$ cat src/modem_ctrl_defs.svh
// register map, field positions, reset values and timing counts of the modem control logic
// How it works
// - with clock select low, the default, the input clock divided by 16 goes unchanged to the baud divider unit.
// - with clock select high, that divided clock is divided by four more before the baud divider unit.
// - with infrared enable low, the default, the serial pins carry the plain modem receive and transmit data.
// - with infrared enable high, transmit and receive pass through the infrared encoder and decoder.
// - in infrared mode the transmit pin stays low while no data is being sent.
// - with interrupt type low, the default, the interrupt pin is driven active or left three-state.
// - with interrupt type high, the interrupt pin is an open-source wire-OR driver for a shared line.
// - loop-back, reset low, cuts transmit and the receive and modem inputs off the pins and loops them inside.
// - in loop-back the receive and transmit interrupts keep working as in normal operation.
// - in loop-back the modem status events come from the lower four modem control bits, not the pins.
// - in loop-back every interrupt source is still gated by the interrupt enable register.
// - in loop-back the aux output two bit is the source of the internal carrier detect.
// - with interrupt type low, aux output two low makes the pin three-state and internal carrier low; high makes it active and carrier high.
`ifndef MODEM_CTRL_DEFS_SVH
`define MODEM_CTRL_DEFS_SVH
// ======================================================
// register offsets
`define REG_MODEM_CONTROL 8'h00
`define REG_INT_ENABLE 8'h04
`define REG_INT_STATUS 8'h08
`define REG_MODEM_STATUS 8'h0C
// ======================================================
// modem control fields
`define MC_DTR_BIT 0
`define MC_RTS_BIT 1
`define MC_AUX_ONE_BIT 2
`define MC_AUX_TWO_BIT 3
`define MC_LOOP_BIT 4
`define MC_INT_TYPE_BIT 5
`define MC_IR_EN_BIT 6
`define MC_CLK_SEL_BIT 7
`define MODEM_CONTROL_RESET 8'h00
`define INT_ENABLE_RESET 4'h0
// ======================================================
// interrupt status fields
`define INT_RX_BIT 0
`define INT_TX_BIT 1
`define INT_LINE_BIT 2
`define INT_MODEM_BIT 3
// ======================================================
// timing counts
`define PRESCALE_DIV 16
`define CLOCK_SEL_DIV 4
`define IR_BIT_TICKS 16
`define IR_PULSE_TICKS 3
`endif

$ cat src/modem_ctrl_pkg.sv
// types shared by the modem control logic
package modem_ctrl_pkg;
  typedef enum logic [0:0] {
    IR_RX_IDLE = 1'b0,
    IR_RX_HOLD = 1'b1
  } ir_rx_state_e;
endpackage : modem_ctrl_pkg

$ cat src/pin_sync.sv
// three-stage synchroniser for pin inputs, one per bit
`timescale 1ns/1ps
module pin_sync #(
  parameter int WIDTH = 5,
  parameter logic [WIDTH-1:0] RESET_VALUE = '1
) (
  input wire logic clk_sys,
  input wire logic rst_n,
  input wire logic [WIDTH-1:0] pin_in,
  output logic [WIDTH-1:0] level
);
  logic [WIDTH-1:0] stage1;
  logic [WIDTH-1:0] stage2;
  logic [WIDTH-1:0] stage3;
  logic [WIDTH-1:0] next_level;
  genvar i;
  generate
    for (i = 0; i < WIDTH; i = i + 1) begin : g_bit
      // stage1 feeds only stage2; a change counts once stages two and three agree
      always_comb begin
        next_level[i] = (stage2[i] == stage3[i]) ? stage3[i] : level[i];
      end
      always_ff @(posedge clk_sys) begin
        if (!rst_n) begin
          stage1[i] <= RESET_VALUE[i];
          stage2[i] <= RESET_VALUE[i];
          stage3[i] <= RESET_VALUE[i];
          level[i] <= RESET_VALUE[i];
        end else begin
          stage1[i] <= pin_in[i];
          stage2[i] <= stage1[i];
          stage3[i] <= stage2[i];
          level[i] <= next_level[i];
        end
      end
    end
  endgenerate
endmodule : pin_sync

$ cat src/baud_prescaler.sv
// input clock prescaler ahead of the baud divider unit
`timescale 1ns/1ps
`include "modem_ctrl_defs.svh"
module baud_prescaler (
  input wire logic clk_sys,
  input wire logic rst_n,
  input wire logic div4_sel,
  output logic clock_tick
);
  localparam logic [5:0] LIMIT_1 = 6'(`PRESCALE_DIV - 1);
  localparam logic [5:0] LIMIT_4 = 6'(`PRESCALE_DIV * `CLOCK_SEL_DIV - 1);
  logic [5:0] count;
  logic [5:0] next_count;
  logic [5:0] limit;
  logic next_tick;
  always_comb begin
    limit = div4_sel ? LIMIT_4 : LIMIT_1;
    // >= so a switch from 64 down to 16 mid-count cannot overrun
    next_tick = (count >= limit);
    next_count = next_tick ? 6'h00 : count + 6'h01;
  end
  always_ff @(posedge clk_sys) begin
    if (!rst_n) begin
      count <= 6'h00;
      clock_tick <= 1'b0;
    end else begin
      count <= next_count;
      clock_tick <= next_tick;
    end
  end
endmodule : baud_prescaler

$ cat src/modem_control_register_logic.sv
// modem control register, serial routing, loop-back and interrupt pin control
`timescale 1ns/1ps
`include "modem_ctrl_defs.svh"
module modem_control_register_logic (
  input wire logic clk_sys,
  input wire logic rst_n,
  input wire logic psel,
  input wire logic penable,
  input wire logic pwrite,
  input wire logic [7:0] paddr,
  input wire logic [31:0] pwdata,
  output logic [31:0] prdata,
  output logic pready,
  output logic pslverr,
  input wire logic tx_serial,
  output logic rx_serial,
  input wire logic baud_x16_tick,
  output logic baud_clock_tick,
  input wire logic rx_int_req,
  input wire logic tx_int_req,
  input wire logic line_int_req,
  output logic tx_pin,
  input wire logic rx_pin,
  input wire logic cts_pin_n,
  input wire logic dsr_pin_n,
  input wire logic dcd_pin_n,
  input wire logic ri_pin_n,
  output logic interrupt_request_pin_out,
  output logic interrupt_request_pin_oe
);
  // ======================================================
  // registers and bus
  logic [7:0] modem_control;
  logic [3:0] interrupt_enable_register;
  logic [3:0] int_status;
  logic [3:0] modem_delta;
  logic [7:0] next_modem_control;
  logic [3:0] next_int_enable;
  logic [3:0] next_int_status;
  logic [3:0] next_modem_delta;
  logic [31:0] next_prdata;
  logic next_pslverr;
  logic setup;
  logic wr_done;
  logic rd_done;
  logic mapped;
  logic loop_on;
  logic ir_on;
  logic aux_output_two;
  logic [4:0] pin_level;
  logic [3:0] modem_n;
  logic [3:0] modem_prev_n;
  logic [3:0] modem_event;
  logic [2:0] req_prev;
  logic [3:0] int_event;
  logic irq;

  assign loop_on = modem_control[`MC_LOOP_BIT];
  assign ir_on = modem_control[`MC_IR_EN_BIT];
  assign aux_output_two = modem_control[`MC_AUX_TWO_BIT];
  assign setup = psel & ~penable;
  assign wr_done = psel & penable & pwrite;
  assign rd_done = psel & penable & ~pwrite;
  // zero wait states: every access phase completes at once
  assign pready = psel & penable;
  assign mapped = (paddr == `REG_MODEM_CONTROL) || (paddr == `REG_INT_ENABLE) ||
                  (paddr == `REG_INT_STATUS) || (paddr == `REG_MODEM_STATUS);

  baud_prescaler u_prescaler (
    .clk_sys(clk_sys),
    .rst_n(rst_n),
    .div4_sel(modem_control[`MC_CLK_SEL_BIT]),
    .clock_tick(baud_clock_tick)
  );

  pin_sync #(.WIDTH(5), .RESET_VALUE(5'h1F)) u_pin_sync (
    .clk_sys(clk_sys),
    .rst_n(rst_n),
    .pin_in({rx_pin, dcd_pin_n, ri_pin_n, dsr_pin_n, cts_pin_n}),
    .level(pin_level)
  );

  // ======================================================
  // modem inputs, active low: {dcd, ri, dsr, cts}
  always_comb begin
    if (loop_on) begin
      // pins ignored; outputs fed straight back
      modem_n[0] = ~modem_control[`MC_RTS_BIT];
      modem_n[1] = ~modem_control[`MC_DTR_BIT];
      modem_n[2] = ~modem_control[`MC_AUX_ONE_BIT];
      modem_n[3] = ~aux_output_two;
    end else begin
      modem_n = pin_level[3:0];
    end
    // cts, dsr, dcd on any change; ri on its trailing edge
    modem_event[0] = modem_n[0] ^ modem_prev_n[0];
    modem_event[1] = modem_n[1] ^ modem_prev_n[1];
    modem_event[2] = modem_n[2] & ~modem_prev_n[2];
    modem_event[3] = modem_n[3] ^ modem_prev_n[3];
    // receive and transmit requests run the same in loop-back
    int_event[`INT_RX_BIT] = rx_int_req & ~req_prev[0];
    int_event[`INT_TX_BIT] = tx_int_req & ~req_prev[1];
    int_event[`INT_LINE_BIT] = line_int_req & ~req_prev[2];
    int_event[`INT_MODEM_BIT] = |modem_event;
  end

  // ======================================================
  // register file
  always_comb begin
    next_modem_control = modem_control;
    next_int_enable = interrupt_enable_register;
    next_prdata = prdata;
    next_pslverr = pslverr;
    next_int_status = int_status;
    next_modem_delta = modem_delta;
    if (wr_done && paddr == `REG_MODEM_CONTROL) begin
      next_modem_control = pwdata[7:0];
    end
    if (wr_done && paddr == `REG_INT_ENABLE) begin
      next_int_enable = pwdata[3:0];
    end
    // clear only what the read returned, so nothing arriving later is lost
    if (rd_done && paddr == `REG_INT_STATUS) begin
      next_int_status = int_status & ~prdata[3:0];
    end
    if (rd_done && paddr == `REG_MODEM_STATUS) begin
      next_modem_delta = modem_delta & ~prdata[3:0];
    end
    // set wins over clear
    next_int_status = next_int_status | int_event;
    next_modem_delta = next_modem_delta | modem_event;
    if (setup) begin
      next_pslverr = ~mapped;
      case (paddr)
        `REG_MODEM_CONTROL: next_prdata = {24'h000000, modem_control};
        `REG_INT_ENABLE: next_prdata = {28'h0000000, interrupt_enable_register};
        `REG_INT_STATUS: next_prdata = {28'h0000000, int_status};
        `REG_MODEM_STATUS: next_prdata = {24'h000000, ~modem_n, modem_delta};
        default: next_prdata = 32'h00000000;
      endcase
    end
  end

  always_ff @(posedge clk_sys) begin
    if (!rst_n) begin
      modem_control <= `MODEM_CONTROL_RESET;
      interrupt_enable_register <= `INT_ENABLE_RESET;
      int_status <= 4'h0;
      modem_delta <= 4'h0;
      prdata <= 32'h00000000;
      pslverr <= 1'b0;
      modem_prev_n <= 4'hF;
      req_prev <= 3'h0;
    end else begin
      modem_control <= next_modem_control;
      interrupt_enable_register <= next_int_enable;
      int_status <= next_int_status;
      modem_delta <= next_modem_delta;
      prdata <= next_prdata;
      pslverr <= next_pslverr;
      modem_prev_n <= modem_n;
      req_prev <= {line_int_req, tx_int_req, rx_int_req};
    end
  end

  // ======================================================
  // interrupt pin
  logic next_int_out;
  logic next_int_oe;
  always_comb begin
    irq = |(int_status & interrupt_enable_register);
    if (modem_control[`MC_INT_TYPE_BIT]) begin
      // wire-OR: drive high only while asserting, pull-down does the rest
      next_int_out = 1'b1;
      next_int_oe = irq;
    end else begin
      next_int_out = irq;
      next_int_oe = aux_output_two;
    end
  end

  // ======================================================
  // serial routing and infrared coding
  modem_ctrl_pkg::ir_rx_state_e ir_state;
  modem_ctrl_pkg::ir_rx_state_e next_ir_state;
  logic [3:0] ir_rx_count;
  logic [3:0] next_ir_rx_count;
  logic [3:0] ir_tx_phase;
  logic [3:0] next_ir_tx_phase;
  logic tx_prev;
  logic next_tx_pin;
  logic next_rx_serial;
  logic ir_rx_bit;
  always_comb begin
    next_ir_state = ir_state;
    next_ir_rx_count = ir_rx_count;
    next_ir_tx_phase = ir_tx_phase;
    // encoder phase restarts on every data edge to align pulses to bits
    if (tx_serial != tx_prev) begin
      next_ir_tx_phase = 4'h0;
    end else if (baud_x16_tick) begin
      next_ir_tx_phase = ir_tx_phase + 4'h1;
    end
    case (ir_state)
      modem_ctrl_pkg::IR_RX_IDLE: begin
        if (pin_level[4]) begin
          next_ir_state = modem_ctrl_pkg::IR_RX_HOLD;
          next_ir_rx_count = 4'h0;
        end
      end
      modem_ctrl_pkg::IR_RX_HOLD: begin
        if (baud_x16_tick) begin
          next_ir_rx_count = ir_rx_count + 4'h1;
          if (ir_rx_count == 4'(`IR_BIT_TICKS - 1)) begin
            next_ir_state = modem_ctrl_pkg::IR_RX_IDLE;
          end
        end
      end
      default: next_ir_state = modem_ctrl_pkg::IR_RX_IDLE;
    endcase
    // a light pulse stands for a zero bit for one bit time
    ir_rx_bit = ~((ir_state == modem_ctrl_pkg::IR_RX_HOLD) | pin_level[4]);
    if (loop_on) begin
      next_tx_pin = ~ir_on;
      next_rx_serial = tx_serial;
    end else if (ir_on) begin
      next_tx_pin = ~tx_serial & (ir_tx_phase < 4'(`IR_PULSE_TICKS));
      next_rx_serial = ir_rx_bit;
    end else begin
      next_tx_pin = tx_serial;
      next_rx_serial = pin_level[4];
    end
  end

  always_ff @(posedge clk_sys) begin
    if (!rst_n) begin
      ir_state <= modem_ctrl_pkg::IR_RX_IDLE;
      ir_rx_count <= 4'h0;
      ir_tx_phase <= 4'h0;
      tx_prev <= 1'b1;
      tx_pin <= 1'b1;
      rx_serial <= 1'b1;
      interrupt_request_pin_out <= 1'b0;
      interrupt_request_pin_oe <= 1'b0;
    end else begin
      ir_state <= next_ir_state;
      ir_rx_count <= next_ir_rx_count;
      ir_tx_phase <= next_ir_tx_phase;
      tx_prev <= tx_serial;
      tx_pin <= next_tx_pin;
      rx_serial <= next_rx_serial;
      interrupt_request_pin_out <= next_int_out;
      interrupt_request_pin_oe <= next_int_oe;
    end
  end

  // ======================================================
  // checks
  logic [6:0] tick_gap;
  logic gap_valid;
  logic sel_prev;
  always_ff @(posedge clk_sys) begin
    if (!rst_n) begin
      tick_gap <= 7'h00;
      gap_valid <= 1'b0;
      sel_prev <= 1'b0;
    end else begin
      sel_prev <= modem_control[`MC_CLK_SEL_BIT];
      tick_gap <= baud_clock_tick ? 7'h01 : tick_gap + 7'h01;
      if (baud_clock_tick) begin
        gap_valid <= 1'b1;
      end else if (sel_prev != modem_control[`MC_CLK_SEL_BIT]) begin
        gap_valid <= 1'b0;
      end
    end
  end
endmodule : modem_control_register_logic

$ cat config.mk
export PLATFORM = sky130hd
export DESIGN_NAME = modem_control_register_logic
export DESIGN_NICKNAME = d
export VERILOG_FILES = /design/src/modem_ctrl_pkg.sv /design/src/pin_sync.sv /design/src/baud_prescaler.sv /design/src/modem_control_register_logic.sv
export VERILOG_INCLUDE_DIRS = /design/src
export SDC_FILE = /design/constraint.sdc
export NUM_CORES = 1
export LEC_CHECK = 0
export ABC_AREA = 1
export BUFFER_PORTS_ARGS = -buffer_cell sky130_fd_sc_hd__buf_4
export CAP_MARGIN = 10
export CORE_MARGIN = 1
export CORE_UTILIZATION = 51
export DETAILED_ROUTE_END_ITERATION = 10
export PLACE_DENSITY_LB_ADDON = 0.15
export SETUP_SLACK_MARGIN = 0.5
export SYNTH_ARGS = -nofsm -noshare
export SYNTH_HDL_FRONTEND = slang
export SYNTH_SLANG_ARGS = --single-unit
export TNS_END_PERCENT = 20
$ cat constraint.sdc
create_clock -name clk_sys -period 1.5 [get_ports clk_sys]
set_clock_uncertainty 0.1 [all_clocks]
set_input_delay 0.45 -clock clk_sys [delete_from_list [all_inputs] [get_ports clk_sys]]
set_output_delay 0.45 -clock clk_sys [all_outputs]
set_load 0.01 [all_outputs]
==> results of run 1 <==
stage by stage:
step	utilization (%)	instances	hold slack (ps)	power, uW
after CTS	69.35	554	175.4	4198
after detailed placement	60.92	520	296.7	2447
after floorplan	-	425	292.5	2365
final	71.37	558	186.8	4177
after global placement	60.92	520	293.5	2438
after global routing	71.37	558	178.5	4351
layout make-up:
type | count | area share [%]
multi-input combinational | 281 | 37.62
sequential | 77 | 36.37
timing repair buffer | 77 | 15.68
clock buffer | 12 | 3.608
inverter | 32 | 2.910
tap | 75 | 2.182
clock inverter | 4 | 1.629
worst max-delay path: stages (launching register included):
cell and delay [ps]:
dfxtp_2 360, ha_4 150, nand2_4 60, buf_6 120, buf_4 130, buf_6 110, buf_6 100, buf_6 100
inv_2 50, nor3_2 40
routing by layer:
layer	vias up	wire length (um)	global-route usage [%]
met5	-	0	0
met4	0	127	11.05
met3	13	295	4.000
met2	71	3707	38.18
met1	1270	2994	27.22
li1	1424	-	-
power by group through the flow:
stage / Combinational, uW / Sequential, uW / Clock (uW)
2_1_floorplan: 207 / 2160 / 0
3_3_place_gp: 276 / 2160 / 0
3_5_place_dp: 283 / 2160 / 0
4_1_cts: 309 / 2120 / 1770
5_1_grt: 351 / 2120 / 1880
6_report: 313 / 2120 / 1750
final timing paths:
kind | to | slack, ps | depth (start not counted)
max reg2reg | u_prescaler.count[2]$_SDFF_PP0_ | 80 | 9
min | u_pin_sync.stage1[3]$_SDFF_PN1_ | 190 | 2
max | u_prescaler.count[2]$_SDFF_PP0_ | 80 | 9
min reg2reg | u_pin_sync.stage2[4]$_SDFF_PN1_ | 310 | 1
state kept, by name, summed over array words and instances, names as in the netlist, 3 cells and up:
| signal | cells |
|---|---|
| ir_rx_count | 4 |
| u_pin_sync.level | 5 |
| int_status | 4 |
| prdata | 8 |
| modem_control | 8 |
| modem_prev_n | 4 |
| req_prev | 3 |
| interrupt_enable_register | 4 |
| ir_tx_phase | 4 |
| modem_delta | 4 |
| u_pin_sync.stage3 | 5 |
| u_prescaler.count | 6 |
| u_pin_sync.stage2 | 5 |
| u_pin_sync.stage1 | 5 |
cell families after synthesis:
group,synth area share [%]
AO/OA/AOI/OAI,13.58
XOR/XNOR,1.615
adder cells (fa/ha/maj),1.923
buffers and inverters,11.73
flip-flops,47.38
multiplexers,0.3077
other,0.1153
AND/OR/NAND/NOR,23.35
what timing repair did:
item / in CTS / in global routing
pin swaps: 21 / 9
buffers inserted: 17 / 4
setup endpoints to repair: 62 / 65
resized for setup: 43 / 25
gates cloned: 1 / 0
synthesized netlist by cell type, types with 2 or more instances:
library cell	number	area share [%]
nand3_2	2	0.62
nand4_1	2	0.38
buf_4	24	5.5
xor2_1	4	1.1
nor2_2	3	0.58
nand3_1	27	4.2
or2_2	16	3.1
nor2_1	20	2.3
nor2_4	3	1.0
nand2_1	77	8.9
o21ai_1	9	1.4
a21oi_1	38	5.8
a31oi_1	2	0.38
nor3_1	4	0.62
o21ai_0	21	3.2
o22ai_1	4	0.77
buf_6	4	1.4
ha_1	5	1.9
inv_1	31	3.6
buf_2	3	0.46
clkbuf_1	4	0.46
xnor2_1	2	0.54
a211oi_1	2	0.46
dfxtp_1	77	47
nand2_2	6	1.2
==> qor.yml, run 1 <==
status: "finished clean"
grtUsageTotal_pct: 22.50
setup_violations: 0
end_kind: "flip-flop"
layout_commonest_cell: "nand2_1"
avgRoutedWirePerCell_um: 12.77
leakage_uw: 0.001869
hold_buffers: 0
firstDrtPassIters: 4
area_growth_pct: 32.19
p_int_uw: 3250
required_ps: 1640
layout_common_cells: "71 x nand2_1, 63 x dfxtp_1, 57 x buf_4, 36 x a21oi_1, 27 x nand3_1"
arrival_ps: 1560
cts_htree_levels: 3
ios: 94
slew_violations: 0
p_comb_share_pct: 7.5
pre_cts_ws_ps: -100.7
antenna_found_initial: 0
drt-total-wl_mm: 7.125
drive_gt1_share_pct: 35.20
worst-setup-path-type: "flip-flop to flip-flop"
dieHeight_um: 81.87
worstHoldStart: "dcd_pin_n"
syn_inst: 402
seq_area_sq_mm: 0.001564
fmax_mhz: 704.8
via_count: 2778
cp_max_fo: 2
design_area_sq_mm: 0.004300
worst_slack_ps: 81.07
async_flop_share_pct: 0
maxCapViolCount: 0
hold_viol_final: 0
grt_pass1_vias: 2574
grt_pass1_wl_mm: 11.32
clock_latency_ps: 340
ir_drop_uv: 854.1
seq_area_frac_synth_pct: 47.38
setup_tns_ps: 0
seq_power_share_pct: 50.7
cts_buffer_depth: 2
fin_crit_sh_pct: 94.60
remaining_drc_errors: 0
avgSynthCellArea_sq_um: 8.092
reg2reg_from: "u_prescaler.count[0]$_SDFF_PP0_"
switching_share_pct: 22.21
antennaDiodeCount: 0
tritoncts: "yes"
min_path_type: "primary input to flip-flop"
ys.warnings.count: 0
nets: 538
rsz0062_at_grt: "yes"
drtIter0Drc: 154
clkPwrFrac_pct: 41.8
ys_ff_latch: 77
grt_max_degree: 44
synth-edff-count: 0
globalplace.congestion: 0.8254
p_switching_uw: 927.7
multi_input_area_sq_mm: 0.001618
cts_root_buf: "clkbuf_8"
start_kind: "flip-flop"
ant_nets: 0
period_needed_ps: 1419
overflow: 0
dpl-instance-area_sq_mm: 0.003671
core_area_sq_mm: 0.006026
ys_types: 37
synth.cell_area_sq_mm: 0.003253
viasPerCell: 4.978
fillers: 471
ys.flop_type: "dfxtp_1"
io_buffers: 45
cts_made_buffers: 9
dp_hpwl_mm: 4.541
critPathLaunch: "u_prescaler.count[0]$_SDFF_PP0_"
num_rows: 28
pwr_density_cell_mw_per_mm2: 971.4
clk_pin_slew_ps: 80
dieArea_sq_mm: 0.006702
initial_core_util_pct: 53.99
die_x_um: 81.87
cts_sinks: 77
No activity file was read; power rests on OpenSTA's default activity.
==> inputs of run 2 (changes only) <==
--- a/config.mk
+++ b/config.mk
@@ -6,7 +6,6 @@
 export SDC_FILE = /design/constraint.sdc
 export NUM_CORES = 1
 export LEC_CHECK = 0
-export ABC_AREA = 1
 export BUFFER_PORTS_ARGS = -buffer_cell sky130_fd_sc_hd__buf_4
 export CAP_MARGIN = 10
 export CORE_MARGIN = 1
==> qor.yml, run 2 <==
cpMostUsedCell: "or4_4"
min_path_type: "primary input to flip-flop"
ir_drop_uv: 718.7
initial_core_util_pct: 54.19
holdWs_ps: 190.0
drt-total-wl_mm: 6.836
path_buf_inv: 1
cp_max_fo: 5
num_rows: 28
yosysTopAreaCell: "dfxtp_1"
antennaDiodeCount: 0
rsz0062_at_grt: "yes"
worst-setup-path-type: "primary input to flip-flop"
via_count: 2514
cp_top_family: "simple AND/OR/NAND/NOR gates"
avgRoutedWirePerCell_um: 14.07
cts_root_buf: "clkbuf_8"
ys.flop_type: "dfxtp_1"
firstDrtPassIters: 4
dieArea_sq_mm: 0.006765
violations: "negative setup slack"
clk_pin_slew_ps: 70
maxCapViolCount: 0
yosysMostFrequentCell: "dfxtp_1"
end_kind: "flip-flop"
synth_commonest_cells: "77 x dfxtp_1, 26 x buf_4, 24 x nor2b_1"
fillers: 480
drive_gt1_share_pct: 38.20
tritoncts: "yes"
ant_nets: 0
rrSetupSlack_ps: -40
pwr_density_cell_mw_per_mm2: 897.6
top_regs: "modem_control x8, prdata x8, u_prescaler.count x6"
ys.warnings.count: 0
ios: 94
dieHeight_um: 82.25
remaining_drc_errors: 0
status: "finished with violations"
fin_crit_sh_pct: 112.2
core_area_sq_mm: 0.006061
fmax_mhz: 594.2
ys_types: 43
final_core_util_pct: 71.97
layout_commonest_cell: "dfxtp_1"
overflow: 0
layout_common_cells: "58 x dfxtp_1, 57 x buf_4, 24 x nor2b_1, 24 x conb_1, 20 x buf_6"
setup_tns_ps: -1124
ys_ff_latch: 77
start_kind: "primary input"
worst_slack_ps: -182.8
syn_inst: 332
cts_sinks: 77
grt_pass1_vias: 2381
die_x_um: 82.25
synth_area_leaders: "dfxtp_1 47%, buf_4 5.9%, mux2i_1 4.6%"
grt_pass1_wl_mm: 10.72
synth_top_area_share_pct: 46.93
synth-edff-count: 0
arrival_ps: 1870
seq_area_frac_synth_pct: 46.93
cts_buffer_depth: 2
avgSynthCellArea_sq_um: 9.893
crit_path_max_incr_delay_ps: 540
crit_path_top_delay_cell: "or4_4"
globalplace.congestion: 0.7618
clock_latency_ps: 340
cts_htree_levels: 3
slew_violations: 0
leakage_uw: 0.001889
period_needed_ps: 1683
viasPerCell: 5.173
setup_violations: 12
drtIter0Drc: 84
worstPathCellList: "buf_6 -> or4_4 -> or4_4 -> o21ai_1 -> and2_1"
dp_hpwl_mm: 4.650
synth.cell_area_sq_mm: 0.003284
antenna_found_initial: 0
hold_viol_final: 0
grt_max_degree: 47
cts_made_buffers: 9
required_ps: 1680
grtUsageTotal_pct: 21.50
async_flop_share_pct: 0
area_growth_pct: 32.80
nets: 468
io_buffers: 45
[run 2: changes by cell type in the layout (fill, tap and decap cells not counted), sizes merged, moves of 15 or more]
cell,delta
nand3,-20
nand2b,+19
or2,-15
nor2b,+24
inv,-29
o21ai,-21
nand2,-67
a21oi,-29
[run 2: worst paths after layout]
kind,startpoint,end,cells past startpoint
worst min-delay path,cts_pin_n,u_pin_sync.stage1[0]$_SDFF_PN1_,2
worst min register to register,u_pin_sync.stage1[1]$_SDFF_PN1_,u_pin_sync.stage2[1]$_SDFF_PN1_,1
worst max register to register,modem_control[4]$_SDFFE_PN0P_,int_status[3]$_SDFF_PN0_,4
worst max-delay path,paddr[4],prdata[5]$_SDFFE_PN0P_,5
[run 2: logic make-up (layout without fill, tap and decap cells)]
logic type / Yosys count / after routing / synth area share [%]
and+or+nand+nor: 124 / 124 / 21.68
DFF: 77 / 77 / 46.93
AOI/OAI and AO/OA: 56 / 56 / 11.81
buffers and inverters: 40 / 96 / 7.581
muxes: 19 / 19 / 7.314
xor gates and xnor gates: 10 / 10 / 2.667
adders and majority gates: 5 / 5 / 1.905
other: 1 / 24 / 0.1142
[run 2: where the power goes]
group | internal (uW) | switching, uW
clock | 795 | 678
sequential | 2080 | 31.5
combinational | 173 | 153
[run 2: final cells by class]
class | count | area, sq um | area share (%)
Clock buffer | 12 | 145.1 | 3.328
Clock inverter | 2 | 35.03 | 0.8032
Inverter | 3 | 11.26 | 0.2582
Multi-Input combinational cell | 238 | 1810 | 41.51
Sequential cell | 77 | 1578 | 36.17
Tap cell | 75 | 93.84 | 2.151
Timing Repair Buffer | 79 | 688.2 | 15.78
[run 2: per-stage QoR]
step | cells | power (uW) | instance area, sq um | setup slack, ps
2_1_floorplan | 355 | 2370 | 3415 | -397.4
3_3_place_gp | 470 | 2448 | 3859 | -553.6
3_5_place_dp | 470 | 2456 | 3859 | -566.3
4_1_cts | 485 | 3943 | 4255 | -160.0
5_1_grt | 486 | 4073 | 4362 | -200.0
6_report | 486 | 3915 | 4362 | -182.8
[run 2: per-layer routing]
metal / vias up / GRT usage, % / wire (um)
li1: 1249 / - / -
met1: 1180 / 24.69 / 2864
met2: 70 / 37.36 / 3496
met3: 15 / 5.275 / 328
met4: 0 / 10.18 / 146
met5: - / 0 / 0
[run 2: timing repair]
action	4_1_cts	5_1_grt
gates resized for setup	69	24
setup buffers	1	1
hold buffers	0	0
endpoints found under the setup margin	66	67
pin swaps	20	27
==> inputs of run 3 (changes only) <==
==> constraint.sdc (replaced) <==
create_clock -name clk_sys -period 1.5 [get_ports clk_sys]
set_clock_uncertainty 0.1 [all_clocks]
set_input_delay 0.075 -clock clk_sys [delete_from_list [all_inputs] [get_ports clk_sys]]
set_output_delay 0.075 -clock clk_sys [all_outputs]
set_load 0.01 [all_outputs]
==> qor.yml, run 3 (synthesized netlist as in run 2, its figures left out) <==
fmax_mhz: 667.1
viasPerCell: 5.209
cts_buffer_depth: 2
pwr_density_cell_mw_per_mm2: 850.7
clk_pin_slew_ps: 70
clock_latency_ps: 350
holdPathStages: 2
drive_gt1_share_pct: 39.57
dp_cells: 460
cp_max_fo: 6
cts_made_buffers: 9
antennaDiodeCount: 0
period_needed_ps: 1499
io_buffers: 45
min_path_type: "primary input to flip-flop"
cts_sinks: 77
slew_violations: 0
grt_pass1_vias: 2367
area_growth_pct: 39.01
core_area_sq_mm: 0.006061
grt_max_degree: 44
maxCapViolCount: 0
dieHeight_um: 82.25
nets: 478
whs_endpoint: "rx_serial$_SDFF_PN1_"
leakage_uw: 0.001948
overflow: 0
top_regs: "modem_control x8, prdata x8, u_prescaler.count x6"
worstHoldStart: "rst_n"
cts_root_buf: "clkbuf_8"
r2r-end: "int_status[3]$_SDFF_PN0_"
dp_hpwl_mm: 4.560
drt-total-wl_mm: 6.987
fillers: 432
die_x_um: 82.25
initial_core_util_pct: 54.19
num_rows: 28
hold_viol_final: 0
dieArea_sq_mm: 0.006765
via_count: 2589
fin_cells: 497
rsz0062_at_grt: "yes"
worst-setup-path-type: "flip-flop to flip-flop"
grt_pass1_wl_mm: 10.67
grtUsageTotal_pct: 21.15
fin_crit_sh_pct: 99.93
ir_drop_uv: 738.4
layout_commonest_cell: "dfxtp_1"
end_kind: "flip-flop"
rrSetupSlack_ps: 1
cts_htree_levels: 3
remaining_drc_errors: 0
setup_violations: 0
avgRoutedWirePerCell_um: 14.06
drtIter0Drc: 62
status: "finished clean"
reg2reg_from: "modem_control[4]$_SDFFE_PN0P_"
required_ps: 1630
finalPower_uw: 3884
firstDrtPassIters: 5
layout_common_cells: "50 x dfxtp_1, 48 x buf_4, 24 x nor2b_1, 24 x conb_1, 21 x buf_6"
ios: 94
tritoncts: "yes"
reg2reg_depth: 5
arrival_ps: 1630
globalplace.congestion: 0.7571
antenna_found_initial: 0
start_kind: "flip-flop"
ant_nets: 0
## run 3: changes by cell type in the layout (fill, tap and decap cells not counted), moves of 3 or more
cell,previous run,this run
dlygate4sd3_1,0,17
buf_4,57,48
dfxtp_1,58,50
dfxtp_4,5,12
a22oi_1,4,0
a22oi_2,2,6
nand2_1,14,10
a21boi_0,1,4
a21boi_1,3,0
nand2_2,2,5
## run 3: metal layers
layer | wire length, um | GRT usage [%]
met1 | 3073 | 25.31
met2 | 3444 | 35.95
met3 | 376 | 6.593
met4 | 93 | 6.842
met5 | 0 | 0
## run 3: what timing repair did
action	4_1_cts	5_1_grt
cloned	0	0
gates resized for setup	16	97
hold buffers	18	0
endpoints found under the hold margin	29	0
pin swaps	11	43
endpoints found under the setup margin	44	60
buffers inserted	2	2
## run 3: metrics by stage
stage	TNS [ps]	hold WS, ps	worst slack (ps)	util [%]	area (sq um)
2_1_floorplan	-86.54	76.47	-22.43	-	3403
3_3_place_gp	-1025	157.5	-185.9	62.26	3774
3_5_place_dp	-1062	161.1	-219.2	62.26	3774
4_1_cts	0	0.1195	32.39	69.72	4225
5_1_grt	-92.74	21.81	-49.91	75.33	4566
6_report	0	7.258	0.9991	75.33	4566
## run 3: area by class of cell
type,count,area [sq um],area share [%]
Multi-Input combinational cell,238,1856,40.64
Sequential cell,77,1605,35.16
Inverter,3,11.26,0.2466
Tap cell,75,93.84,2.055
Timing Repair Buffer,89,814.5,17.84
Clock inverter,3,20.02,0.4385
Clock buffer,12,165.2,3.617
## run 3: how the worst max path moves through the flow
stage | startpoint | endpoint | slack (ps) | cells past startpoint
2_1_floorplan | paddr[1] | pslverr$_SDFFE_PN0P_ | -20 | 3
3_3_place_gp | paddr[1] | prdata[6]$_SDFFE_PN0P_ | -190 | 5
3_5_place_dp | paddr[1] | prdata[4]$_SDFFE_PN0P_ | -220 | 5
4_1_cts | modem_control[4]$_SDFFE_PN0P_ | int_status[3]$_SDFF_PN0_ | 30 | 5
5_1_grt | modem_control[4]$_SDFFE_PN0P_ | int_status[3]$_SDFF_PN0_ | -50 | 5
6_report | modem_control[4]$_SDFFE_PN0P_ | int_status[3]$_SDFF_PN0_ | 1 | 5
## run 3: where the power goes
part	switching, uW	internal (uW)
clock	713	724
combinational	156	184
sequential	33.6	2070
total	903	2980
## run 3: worst max-delay path: stages, from the launching register on
cell      delay [ps]
dfxtp_4          360
or2b_4           210
buf_6            100
and3b_2          200
o21bai_1          80
o41a_1           320
